**config.mk**
```make
export PLATFORM = sky130hd
export DESIGN_NAME = bcs_config_select
export DESIGN_NICKNAME = d
export VERILOG_FILES = /design/src/design/bcs_pkg.sv /design/src/design/bcs_config_select.sv
export VERILOG_INCLUDE_DIRS = /design/src /design/src/design
export SDC_FILE = /design/constraint.sdc
export NUM_CORES = 1
export LEC_CHECK = 0
export BUFFER_PORTS_ARGS = -buffer_cell sky130_fd_sc_hd__buf_2
export CAP_MARGIN = 20
export CORE_MARGIN = 5
export CORE_UTILIZATION = 40
export CTS_CLUSTER_DIAMETER = 100
export CTS_CLUSTER_SIZE = 24
export DETAILED_ROUTE_END_ITERATION = 10
export RECOVER_POWER = 50
export SLEW_MARGIN = 40
export SYNTH_ARGS = -nofsm -noshare
export SYNTH_HDL_FRONTEND = slang
export SYNTH_SLANG_ARGS = --single-unit
```
**constraint.sdc**
```tcl
create_clock -name ref_clk -period 4.74 [get_ports ref_clk]
set_input_delay 0.237 -clock ref_clk [delete_from_list [all_inputs] [get_ports ref_clk]]
set_output_delay 0.237 -clock ref_clk [all_outputs]
set_load 0.01 [all_outputs]
```
**src/design/bcs_params.svh**
```systemverilog
/*
  Constants of the configuration source selector: clock rates, times,
  register offsets, field positions and reset values.
  Assumes it is included by its bare name from the package and the design.
*/
`ifndef BCS_PARAMS_SVH
`define BCS_PARAMS_SVH

// Clock rates in MHz
`define BCS_SYS_CLK_MHZ 100
`define BCS_MGT_CLK_MHZ 75
`define BCS_LOADER_CLK_MHZ 32

// Times in their own units
`define BCS_HOLD_MS 2000
`define BCS_BLINK_MS 250
`define BCS_PROG_NS 500

// Counter widths
`define BCS_HOLD_W 28
`define BCS_BLINK_W 25
`define BCS_PROG_W 8

// Register bus
`define BCS_ADDR_W 4
`define BCS_DATA_W 32
`define BCS_REG_CTRL 4'h0
`define BCS_REG_STATUS 4'h4
`define BCS_REG_MASK 4'h8
`define BCS_REG_STATE 4'hc

// Control fields
`define BCS_CTRL_RELOAD 0

// Event bits in status and mask
`define BCS_EV_W 4
`define BCS_EV_FAULT 0
`define BCS_EV_DONE 1
`define BCS_EV_CARD 2
`define BCS_EV_PRESS 3
`define BCS_EV_RST 4'h0
`define BCS_MASK_RST 4'h0

// State register fields
`define BCS_ST_STATE_LO 0
`define BCS_ST_FALLBACK 4
`define BCS_ST_CHAIN 5
`define BCS_ST_CARD_LO 6
`define BCS_ST_PORT_LO 9
`define BCS_ST_DONE 11

`endif

```
**src/design/bcs_pkg.sv**
```systemverilog
/*
  Types of the configuration source selector: states, ports, pin groups.
  Assumes bcs_params.svh is on the include path.
*/
package bcs_pkg;
  `include "bcs_params.svh"

  typedef enum logic [3:0] {
    ST_FAULT, ST_SAMPLE, ST_START, ST_FLASH, ST_CHECK, ST_CARD, ST_EXT, ST_DONE
  } bcs_state_t;

  typedef enum logic [1:0] {PORT_CARD, PORT_USB, PORT_PAR} bcs_port_t;

  typedef struct packed {
    logic supplyFault;
    logic flashSrc;
    logic chainSrc;
    logic fallback;
    logic done;
    logic activity;
    logic loaderFault;
  } bcs_leds_t;

  typedef struct packed {
    logic [2:0] railGood;
    logic reloadBtnN;
    logic sourceSwN;
    logic imageSwN;
    logic [2:0] cardSelN;
    logic cardPresent;
    logic cardValid;
    logic cfgDone;
    logic holdJumper;
    logic usbHost;
  } bcs_pins_t;

  typedef struct packed {
    logic [`BCS_ADDR_W-1:0] addr;
    logic [`BCS_DATA_W-1:0] wdata;
    logic wr;
    logic rd;
  } bcs_bus_t;
endpackage

```
**src/design/bcs_config_select.sv**
```systemverilog
/*
  Configuration source selector: picks flash or boundary-scan chain load,
  times the reload button, drives status indicators and a register port.
  Assumes ref_clk is the 100 MHz system oscillator; all pins are asynchronous.
*/
`timescale 1ns/1ns
`include "bcs_params.svh"
module bcs_config_select #(
  parameter int unsigned HOLD_CYC = `BCS_HOLD_MS * 1000 * `BCS_SYS_CLK_MHZ,
  parameter int unsigned BLINK_CYC = `BCS_BLINK_MS * 1000 * `BCS_SYS_CLK_MHZ
) (
  input wire logic ref_clk,
  input wire logic rst,
  input wire bcs_pkg::bcs_pins_t pins,
  input wire bcs_pkg::bcs_bus_t bus,
  output logic [`BCS_DATA_W-1:0] rdata,
  output bcs_pkg::bcs_leds_t leds,
  output logic boardResetN,
  output logic programN,
  output logic flashEnable,
  output logic flashImageSel,
  output logic [2:0] cardImage,
  output bcs_pkg::bcs_port_t chainPort,
  output logic irq
);
  import bcs_pkg::*;

  // ----------------------------------------
  // Timing constants
  // ----------------------------------------
  localparam int unsigned PROG_CYC =
    (`BCS_PROG_NS * `BCS_SYS_CLK_MHZ + 999) / 1000;
  localparam logic [`BCS_HOLD_W-1:0] HOLD_LIM = `BCS_HOLD_W'(HOLD_CYC);
  localparam logic [`BCS_BLINK_W-1:0] BLINK_LAST = `BCS_BLINK_W'(BLINK_CYC - 1);
  localparam logic [`BCS_PROG_W-1:0] PROG_LAST = `BCS_PROG_W'(PROG_CYC - 1);
  localparam int PIN_W = $bits(bcs_pins_t);

  // ----------------------------------------
  // Input synchronisers
  // ----------------------------------------
  logic [PIN_W-1:0] meta_q;
  logic [PIN_W-1:0] sync_q;
  bcs_pins_t pinS;

  // Not reset: keeps sampling so no false press or rail fault follows reset
  genvar gi;
  generate
    for (gi = 0; gi < PIN_W; gi++) begin : g_sync
      always_ff @(posedge ref_clk) begin
        meta_q[gi] <= pins[gi];
        sync_q[gi] <= meta_q[gi];
      end
    end
  endgenerate

  assign pinS = bcs_pins_t'(sync_q);

  logic railOk;
  logic btnPressed;
  logic cardOk;

  assign railOk = &pinS.railGood;
  assign btnPressed = !pinS.reloadBtnN;
  assign cardOk = pinS.cardPresent && pinS.cardValid;

  // ----------------------------------------
  // State helpers
  // ----------------------------------------
  function automatic logic isLoading(input bcs_state_t s);
    isLoading = (s == ST_START) || (s == ST_FLASH) || (s == ST_CHECK) ||
      (s == ST_CARD) || (s == ST_EXT);
  endfunction

  function automatic logic hit(input logic [`BCS_ADDR_W-1:0] a,
                               input logic [`BCS_ADDR_W-1:0] off);
    hit = (a == off);
  endfunction

  // ----------------------------------------
  // Reload button hold timer
  // ----------------------------------------
  logic [`BCS_HOLD_W-1:0] holdCnt_q;
  logic btnFire;

  always_ff @(posedge ref_clk) begin
    if (rst || !btnPressed) begin
      holdCnt_q <= '0;
    end else if (holdCnt_q != HOLD_LIM) begin
      holdCnt_q <= holdCnt_q + `BCS_HOLD_W'(1);
    end
  end

  // One shot per press, only after the full hold
  assign btnFire = btnPressed && (holdCnt_q == HOLD_LIM - `BCS_HOLD_W'(1));

  logic ctrlReload;
  logic reloadReq;

  assign ctrlReload = bus.wr && hit(bus.addr, `BCS_REG_CTRL) &&
    bus.wdata[`BCS_CTRL_RELOAD];
  assign reloadReq = btnFire || ctrlReload;

  // ----------------------------------------
  // Sequencer
  // ----------------------------------------
  bcs_state_t state_q;
  bcs_state_t state_d;
  logic chain_q;
  logic fallback_q;
  logic [2:0] cardIdx_q;
  logic [`BCS_PROG_W-1:0] progCnt_q;

  always_comb begin
    state_d = state_q;
    case (state_q)
      ST_FAULT: begin
        if (railOk) begin
          state_d = ST_SAMPLE;
        end
      end
      ST_SAMPLE: begin
        state_d = ST_START;
      end
      ST_START: begin
        if (progCnt_q == PROG_LAST) begin
          state_d = chain_q ? ST_CHECK : ST_FLASH;
        end
      end
      ST_CHECK: begin
        state_d = cardOk ? ST_CARD : ST_EXT;
      end
      ST_FLASH, ST_CARD, ST_EXT: begin
        if (pinS.cfgDone) begin
          state_d = ST_DONE;
        end
      end
      ST_DONE: begin
        state_d = ST_DONE;
      end
      default: begin
        state_d = ST_FAULT;
      end
    endcase
    if (!railOk) begin
      state_d = ST_FAULT;
    end else if (reloadReq && state_q != ST_FAULT) begin
      state_d = ST_SAMPLE;
    end
  end

  always_ff @(posedge ref_clk) begin
    if (rst) begin
      state_q <= ST_SAMPLE;
    end else begin
      state_q <= state_d;
    end
  end

  always_ff @(posedge ref_clk) begin
    if (rst || state_q != ST_START) begin
      progCnt_q <= '0;
    end else begin
      progCnt_q <= progCnt_q + `BCS_PROG_W'(1);
    end
  end

  // Switches caught only when a load is (re)started
  always_ff @(posedge ref_clk) begin
    if (rst) begin
      chain_q <= 1'b0;
      fallback_q <= 1'b0;
      cardIdx_q <= 3'h0;
    end else if (state_q == ST_SAMPLE) begin
      chain_q <= pinS.sourceSwN;
      fallback_q <= !pinS.imageSwN;
      cardIdx_q <= ~pinS.cardSelN;
    end
  end

  // ----------------------------------------
  // Chain port and card fault
  // ----------------------------------------
  logic cardFault_q;

  always_ff @(posedge ref_clk) begin
    if (rst || state_q == ST_SAMPLE) begin
      chainPort <= PORT_CARD;
      cardFault_q <= 1'b0;
    end else if (state_q == ST_CHECK && !cardOk) begin
      chainPort <= pinS.usbHost ? PORT_USB : PORT_PAR;
      cardFault_q <= 1'b1;
    end
  end

  // ----------------------------------------
  // Blink timer
  // ----------------------------------------
  logic [`BCS_BLINK_W-1:0] blinkCnt_q;
  logic blink_q;

  always_ff @(posedge ref_clk) begin
    if (rst) begin
      blinkCnt_q <= '0;
      blink_q <= 1'b0;
    end else if (blinkCnt_q == BLINK_LAST) begin
      blinkCnt_q <= '0;
      blink_q <= !blink_q;
    end else begin
      blinkCnt_q <= blinkCnt_q + `BCS_BLINK_W'(1);
    end
  end

  // ----------------------------------------
  // Pin outputs
  // ----------------------------------------
  bcs_leds_t leds_d;
  logic live;

  assign live = (state_q != ST_FAULT);

  always_comb begin
    leds_d.supplyFault = !live;
    leds_d.flashSrc = live && !chain_q;
    leds_d.chainSrc = live && chain_q;
    leds_d.fallback = live && !chain_q && fallback_q;
    leds_d.done = (state_q == ST_DONE);
    leds_d.activity = chain_q && isLoading(state_q) && blink_q;
    leds_d.loaderFault = cardFault_q && blink_q;
  end

  always_ff @(posedge ref_clk) begin
    if (rst) begin
      leds <= '0;
      boardResetN <= 1'b0;
      programN <= 1'b0;
      flashEnable <= 1'b0;
      flashImageSel <= 1'b0;
      cardImage <= 3'h0;
    end else begin
      leds <= leds_d;
      boardResetN <= (state_d != ST_FAULT);
      programN <= (state_d != ST_START) && (state_d != ST_SAMPLE);
      flashEnable <= !chain_q && (isLoading(state_q) ||
        (state_q == ST_DONE && pinS.holdJumper));
      flashImageSel <= fallback_q;
      cardImage <= cardIdx_q;
    end
  end

  // ----------------------------------------
  // Event status and interrupt
  // ----------------------------------------
  logic [`BCS_EV_W-1:0] status_q;
  logic [`BCS_EV_W-1:0] mask_q;
  logic [`BCS_EV_W-1:0] events;
  logic [`BCS_EV_W-1:0] clr;

  always_comb begin
    events = '0;
    events[`BCS_EV_FAULT] = (state_d == ST_FAULT) && (state_q != ST_FAULT);
    events[`BCS_EV_DONE] = (state_d == ST_DONE) && (state_q != ST_DONE);
    events[`BCS_EV_CARD] = (state_q == ST_CHECK) && !cardOk;
    events[`BCS_EV_PRESS] = btnFire;
    clr = '0;
    if (bus.wr && hit(bus.addr, `BCS_REG_STATUS)) begin
      clr = bus.wdata[`BCS_EV_W-1:0];
    end
  end

  // Set wins over a clear in the same cycle
  always_ff @(posedge ref_clk) begin
    if (rst) begin
      status_q <= `BCS_EV_RST;
    end else begin
      status_q <= (status_q & ~clr) | events;
    end
  end

  always_ff @(posedge ref_clk) begin
    if (rst) begin
      mask_q <= `BCS_MASK_RST;
    end else if (bus.wr && hit(bus.addr, `BCS_REG_MASK)) begin
      mask_q <= bus.wdata[`BCS_EV_W-1:0];
    end
  end

  assign irq = |(status_q & mask_q);

  // ----------------------------------------
  // Register reads
  // ----------------------------------------
  logic [`BCS_DATA_W-1:0] stateWord;

  always_comb begin
    stateWord = '0;
    stateWord[`BCS_ST_STATE_LO +: 4] = state_q;
    stateWord[`BCS_ST_FALLBACK] = fallback_q;
    stateWord[`BCS_ST_CHAIN] = chain_q;
    stateWord[`BCS_ST_CARD_LO +: 3] = cardIdx_q;
    stateWord[`BCS_ST_PORT_LO +: 2] = chainPort;
    stateWord[`BCS_ST_DONE] = pinS.cfgDone;
  end

  always_ff @(posedge ref_clk) begin
    if (rst) begin
      rdata <= '0;
    end else if (bus.rd) begin
      case (bus.addr)
        `BCS_REG_STATUS: rdata <= {{(`BCS_DATA_W-`BCS_EV_W){1'b0}}, status_q};
        `BCS_REG_MASK: rdata <= {{(`BCS_DATA_W-`BCS_EV_W){1'b0}}, mask_q};
        `BCS_REG_STATE: rdata <= stateWord;
        default: rdata <= '0;
      endcase
    end else begin
      rdata <= '0;
    end
  end
endmodule

```
==> results of run 1 <==
stage by stage:
step                      hold WS, ps  cells  worst slack, ps
after floorplan                   265    562             2990
after global placement            312    752             2510
after detailed placement          313    752             2510
after CTS                        65.0    798             2470
after global routing             88.4    798             1960
final                            81.1    798             2260
cells by family (layout without fill, tap and decap cells):
kind of cell / after synthesis / count (layout) / share of synthesized area
and+or+nand+nor: 252 / 252 / 0.255
DFF: 136 / 136 / 0.523
xor gates and xnor gates: 54 / 54 / 0.0909
buffers and inverters: 48 / 112 / 0.0507
AOI/OAI and AO/OA: 35 / 35 / 0.0452
muxes: 11 / 11 / 0.0221
adders and majority gates: 5 / 5 / 0.0120
other: 1 / 21 / 0.000721
path summary, 6_finish.rpt:
check,start,endpoint,slack (ps)
hold reg to reg,meta_q[10],pinS[10],330
hold / removal,bus[5],mask_q[3],80
setup / recovery,rst,holdCnt_q[17],2260
setup reg to reg,state_q[2],programN,2430
sequential cells by signal, summed over array words and instances (netlist names), 4 cells and up:
register    flops
holdCnt_q      28
blinkCnt_q     25
meta_q         14
pinS           14
rdata          12
progCnt_q       8
leds            7
mask_q          4
state_q         4
status_q        4
cell usage after synthesis (8+ instances only):
master / number / share of area
nor2_1: 98 / 0.071
nand4_1: 14 / 0.017
xor2_1: 31 / 0.052
inv_1: 12 / 0.0087
nand3_1: 31 / 0.030
and3_1: 9 / 0.011
nor3_1: 10 / 0.0096
and2_1: 11 / 0.013
clkbuf_1: 8 / 0.0058
buf_4: 20 / 0.029
nand2_1: 31 / 0.022
dfxtp_1: 136 / 0.52
xnor2_1: 23 / 0.039
a21oi_1: 11 / 0.011
layout by cell type, fill, tap and decap left out, types with 2 or more instances in the layout:
cell type	Yosys	routed
nor2_1	98	98
nor2b_1	6	6
xor2_1	31	31
xnor2_1	23	23
buf_2	7	25
inv_6	0	6
nand4_1	14	14
nor4b_1	2	2
o21ai_0	4	4
conb_1	1	21
a31oi_1	3	3
ha_1	5	5
dlygate4sd3_1	0	14
clkbuf_1	8	30
or3_1	7	7
nand4bb_1	2	2
and4_1	5	5
or4b_1	2	2
dfxtp_1	136	136
nor3b_1	2	2
nor4_2	5	5
a21oi_1	11	11
clkinv_4	0	2
and2_1	11	11
clkbuf_16	0	17
bufinv_16	0	4
nor3_1	10	10
nor4bb_1	2	2
nand3_1	31	31
and3_1	9	9
mux2i_1	7	7
a211oi_1	4	4
a22oi_1	6	6
or2_2	2	2
mux2_2	4	4
nand2_1	31	31
nor4_1	4	4
inv_1	12	12
critical path, delay by kind of cell:
kind	cells	cell delay, ps
buffers and inverters	1	1110
and+or+nand+nor	2	1360
final cells by class:
| type | instances | area (um2) | area share |
|---|---|---|---|
| clock buffer | 18 | 429 | 0.0682 |
| sequential | 136 | 2720 | 0.433 |
| timing repair buffer | 68 | 374 | 0.0594 |
| tap | 172 | 215 | 0.0342 |
| multi-input combinational | 378 | 2300 | 0.365 |
| inverter | 12 | 45.0 | 0.00716 |
| clock inverter | 14 | 209 | 0.0332 |
routing by layer:
metal  track usage  part of all wire
met3        0.0495             0.050
met2         0.227              0.47
met4        0.0684             0.024
met1         0.163              0.46
met5             0                 0
power groups by stage:
stage	clock network [mW]	registers, mW	logic [mW]
global placement	0	1.21	0.0689
global route	1.51	1.19	0.0871
detailed placement	0	1.21	0.0701
finish	1.42	1.19	0.0779
floorplan	0	1.20	0.0592
CTS	1.45	1.19	0.0793
what timing repair did:
item	in CTS	in global routing
setup buffers	0	0
hold buffers	14	0
hold endpoints to repair	14	0
==> run metrics, run 1 <==
critical path's slowest cell or2_0; final instance area 6290 um2; Iteration-0 DRC Markers between 200 and 300; vias per inst ~4.8; Cells after Synth 542; Antenna Cells 0; Fillers 1183; CP Data Required Time 4980 ps; I/O pin cnt 103; relative max-transition margin -0.0494; global-route wire length before repair 16.5 mm; Starting Density 0.411; clock share of power 0.530; cell-internal power 2.10 mW; count of yosys warnings during synthesis 0; final wirelength 10.3 mm; Hold Path Depth 3; Max clock buf depth 2; DIE WIDTH 124 um; slowest stage delay, CP approximately 1200 ps; Final Hold Viols 0; Comb pwr share 0.029; unrepaired setup endpoints after global routing false; leakage 2.35 nW; GPL Wtd Cong 0.820; fin. max-slew vios 60; Net Sw Power 591 uW; gr ovfl total 0; sequential-to-total area share from yosys stat 0.523; ys flop type dfxtp_1; R2R cell count 5; vias 3818; number of global-route vias before repair 3602; total track usage 0.139; hold crit path type in2reg; Worst Setup End Kind flop; Worst-Skew Late Latency 420 ps; Final setup viols 0; switch share 0.220; root buf cell clkbuf_16; number of flops mapped to enable cells by yosys 0; Core Box Area 12700 um2; # port buffers 54; Final min period 2480 ps; pin count of the biggest net entering global routing 31; peak supply drop between 0.0002 and 0.00025 V; PostCTS Resize Cnt 0; Num CTS Buffers 17; Fin Setup TNS 0 ps; routed length per instance between 10 and 15 um; CP Class in2reg; antenna-violating nets left 0; CTS H-tree lvls 4; FMAX 404 MHz; FFs w/ async S/R, synth 0; worst-path cell chain clkbuf_1 > or2_0 > nor2_1; DRC 0; Avg Cell Area, Syn 9.60 um2; die footprint 15400 um2; CTS tree built; pwr dens 427 nW/um2; initial antenna violation count 0; Layout Nets 672; sequential share of power 0.441; hpwl dp approximately 7 mm; Synth Register Bits 136; Post-Synthesis Cell Area around 5200 um2; layout cells sized above 1 0.117; Fin Clk Skew 10.3 ps; synth unique cells 50; final period utilization 0.522; outcome finished, violations left; Slew @ Worst Pin 1570 ps; row count between 40 and 50; post-route total power 2.69 mW; Max-Cap Viols 2; Sink Count 136; area delta synth->final 21.0%; Area after DPL around 5600 um2; TritonRoute pass-1 iters 4; CP max FO 30; failing checks capacitance limit, slew limit; Final Util 0.497; crit path DAT about 2700 ps; clk slew on worst S/H paths 60 ps; Die H 124 um; startpoint types input port
Power figures use the tool's default switching activity.
==> run 2, diff against run 1 <==
==> constraint.sdc (replaced) <==
create_clock -name ref_clk -period 2.3 [get_ports ref_clk]
set_input_delay 0.115 -clock ref_clk [delete_from_list [all_inputs] [get_ports ref_clk]]
set_output_delay 0.115 -clock ref_clk [all_outputs]
set_load 0.01 [all_outputs]
==> run 2 against run 1 <==
Against the previous run: utilization is 0.47 points higher; sequential share of layout area is 0.41 points lower; the flow still finishes with violations (capacitance limit, slew limit); clock power is 93% higher; wire length is 0.51% higher; die area stayed put; register-to-register slack worse by 2200 ps; highest routed layer unchanged; sequential power is 100% higher; global-route usage is 0.38 points higher; count of clock-buffer cells in the layout is 1 higher; via count is 0.31% higher; clock skew is 4.0 ps lower; final cell count is 1.6% higher.
==> run metrics, run 2 (synthesis results as in run 1) <==
worst-path cell chain ha_1 > and4_1 > nand4_1 > o21a_1 > o31ai_2 > a31oi_1 > a32o_1 (was clkbuf_1 > or2_0 > nor2_1); CP Class reg2reg (was in2reg); Final Util 0.502 (was 0.497); Fin Setup TNS 0 ps (unchanged); Slew @ Worst Pin 1500 ps (was 1570 ps); hold_ws 29.6 ps (was 81.1 ps); area delta synth->final 22.1% (was 21.0%); clk slew on worst S/H paths 60 ps (about the same); failing checks capacitance limit, slew limit (unchanged); layout cells sized above 1 0.125 (was 0.117); pin count of the biggest net entering global routing 29 (was 31); outcome finished, violations left (unchanged); total track usage 0.143 (was 0.139); GPL Wtd Cong 0.861 (was 0.820); Layout Nets 685 (was 672); critical path's slowest cell dfxtp_1 (was or2_0); number of global-route vias before repair 3695 (was 3602); vias 3830 (was 3818); largest reg by FF count holdCnt_q (unchanged); clock share of power 0.511 (was 0.530); fin worst setup slack 250 ps (was 2260 ps); peak supply drop 0.000466 V (was 0.000234 V); CTS H-tree lvls 4 (unchanged); Max-Cap Viols 1 (was 2); pwr dens 842 nW/um2 (was 427 nW/um2); fin. max-slew vios 29 (was 60); row count 41 (unchanged); PostCTS Resize Cnt 0 (unchanged); root buf cell clkbuf_16 (unchanged); Sink Count 136 (unchanged); hold_sp rst (was bus[5]); die footprint 15400 um2 (unchanged); slowest stage delay, CP 390 ps (was 1220 ps); CP max FO 5 (was 30); vias per inst 4.72 (was 4.78); Num CTS Buffers 17 (unchanged); relative max-transition margin -0.00325 (was -0.0494); I/O pin cnt 103 (unchanged); unrepaired setup endpoints after global routing false (unchanged); Hold-fix buffers, CTS 18 (was 14); cell-internal power 4.14 mW (was 2.10 mW); CP Data Required Time 2610 ps (was 4980 ps); Worst-Skew Late Latency 420 ps (about the same); antenna-violating nets left 0 (unchanged); Net Sw Power 1.21 mW (was 591 uW); global-route wire length before repair 17.2 mm (was 16.5 mm); Largest register FFs 28 (unchanged); Starting Density 0.411 (unchanged); Comb pwr share 0.034 (was 0.029); initial antenna violation count 0 (unchanged); postcts setup bufs 0 (unchanged); Max clock buf depth 2 (unchanged); startpoint types flop (was input port); hold crit path type in2reg (unchanged); crit path DAT 2360 ps (was 2720 ps); final period utilization 0.891; Final min period 2050 ps; routed length per instance 12.8 um (was 12.9 um); sequential share of power 0.455 (was 0.441); Iteration-0 DRC Markers 286 (was 254); hpwl dp 7.13 mm (was 7.05 mm); DIE WIDTH 124 um (unchanged); DRC 0 (unchanged); commonest non-fill, non-tap cell in the layout dfxtp_1 (unchanged); register area 2720 um2 (unchanged); CTS tree built (unchanged); crit path from holdCnt_q[1] (was rst); final wirelength 10.4 mm (was 10.3 mm); commonest non-fill, non-tap cells in the layout 136 x dfxtp_1, 98 x nor2_1 (was 136 x dfxtp_1, 98 x nor2_1, 31 x nand2_1, 31 x nand3_1, 31 x xor2_1); Die H 124 um (unchanged); switch share 0.226 (was 0.220); TritonRoute pass-1 iters 4 (unchanged); Core Box Area 12700 um2 (unchanged); Final setup viols 0 (unchanged); multi-input logic area 2290 um2 (was 2300 um2); Worst Setup End Kind flop (unchanged); FMAX roughly 490 MHz; leakage 2.38 nW (was 2.35 nW); # port buffers 54 (unchanged); Final Hold Viols 0 (unchanged); largest registers holdCnt_q x28, blinkCnt_q x25 (unchanged); Fin Clk Skew 6.30 ps (was 10.3 ps); Antenna Cells 0 (unchanged); Fillers 1188 (was 1183); gr ovfl total 0 (unchanged); worst r2r src holdCnt_q[1] (was state_q[2]); pre-CTS setup slack 301 ps (was 2510 ps)
==> run 2: changes by cell type in the layout (fill, tap and decap cells not counted), moves of 2 or more <==
cell           previous run  this run
dlygate4sd3_1            14        18
bufinv_16                 4         2
clkinv_4                  2         4
buf_4                     0         8
and2_1                   11         5
and2_0                    0         6
inv_6                     6         4
==> run 2: final cells by class <==
type,count,share of cell area
sequential,136,0.428
multi-input combinational,378,0.361
timing repair buffer,81,0.0752
clock buffer,19,0.0697
tap,172,0.0339
clock inverter,13,0.0252
inverter,12,0.00709
==> run 2: critical path: cells and delay by family (launching register included) <==
family | cells | cell delay, ps
flops | 1 | 390
simple gates | 2 | 440
compound gates | 4 | 910
fa+ha+maj | 1 | 220
==> run 2: stage by stage <==
stage | cells | power, mW | instance area, um2
after floorplan | 562 | 2.61 | 5280
after global placement | 761 | 2.64 | 5610
after global routing | 811 | 5.55 | 6350
after CTS | 811 | 5.41 | 6390
after detailed placement | 761 | 2.65 | 5610
final | 811 | 5.35 | 6350
==> run 2: power by group through the flow <==
stage | combinational [mW] | sequential (mW) | clock, mW
after floorplan | 0.122 | 2.48 | 0
after global placement | 0.160 | 2.48 | 0
after detailed placement | 0.161 | 2.49 | 0
after CTS | 0.186 | 2.43 | 2.79
after global routing | 0.204 | 2.44 | 2.91
final | 0.182 | 2.43 | 2.74
==> run 2: path summary, 6_finish.rpt <==
path	endpoint	slack (ps)	cells past startpoint
min	blink_q	30	2
max reg2reg	status_q[0]	250	7
max	status_q[0]	250	7
min reg2reg	pinS[10]	330	0
==> run 2: metal layers <==
| metal | up-vias | global-route usage | routed length, um |
|---|---|---|---|
| li1 | 1972 | - | - |
| met5 | - | 0 | 0 |
| met2 | 79 | 0.230 | 4920 |
| met1 | 1765 | 0.179 | 4700 |
| met4 | 0 | 0.0623 | 170 |
| met3 | 14 | 0.0413 | 567 |
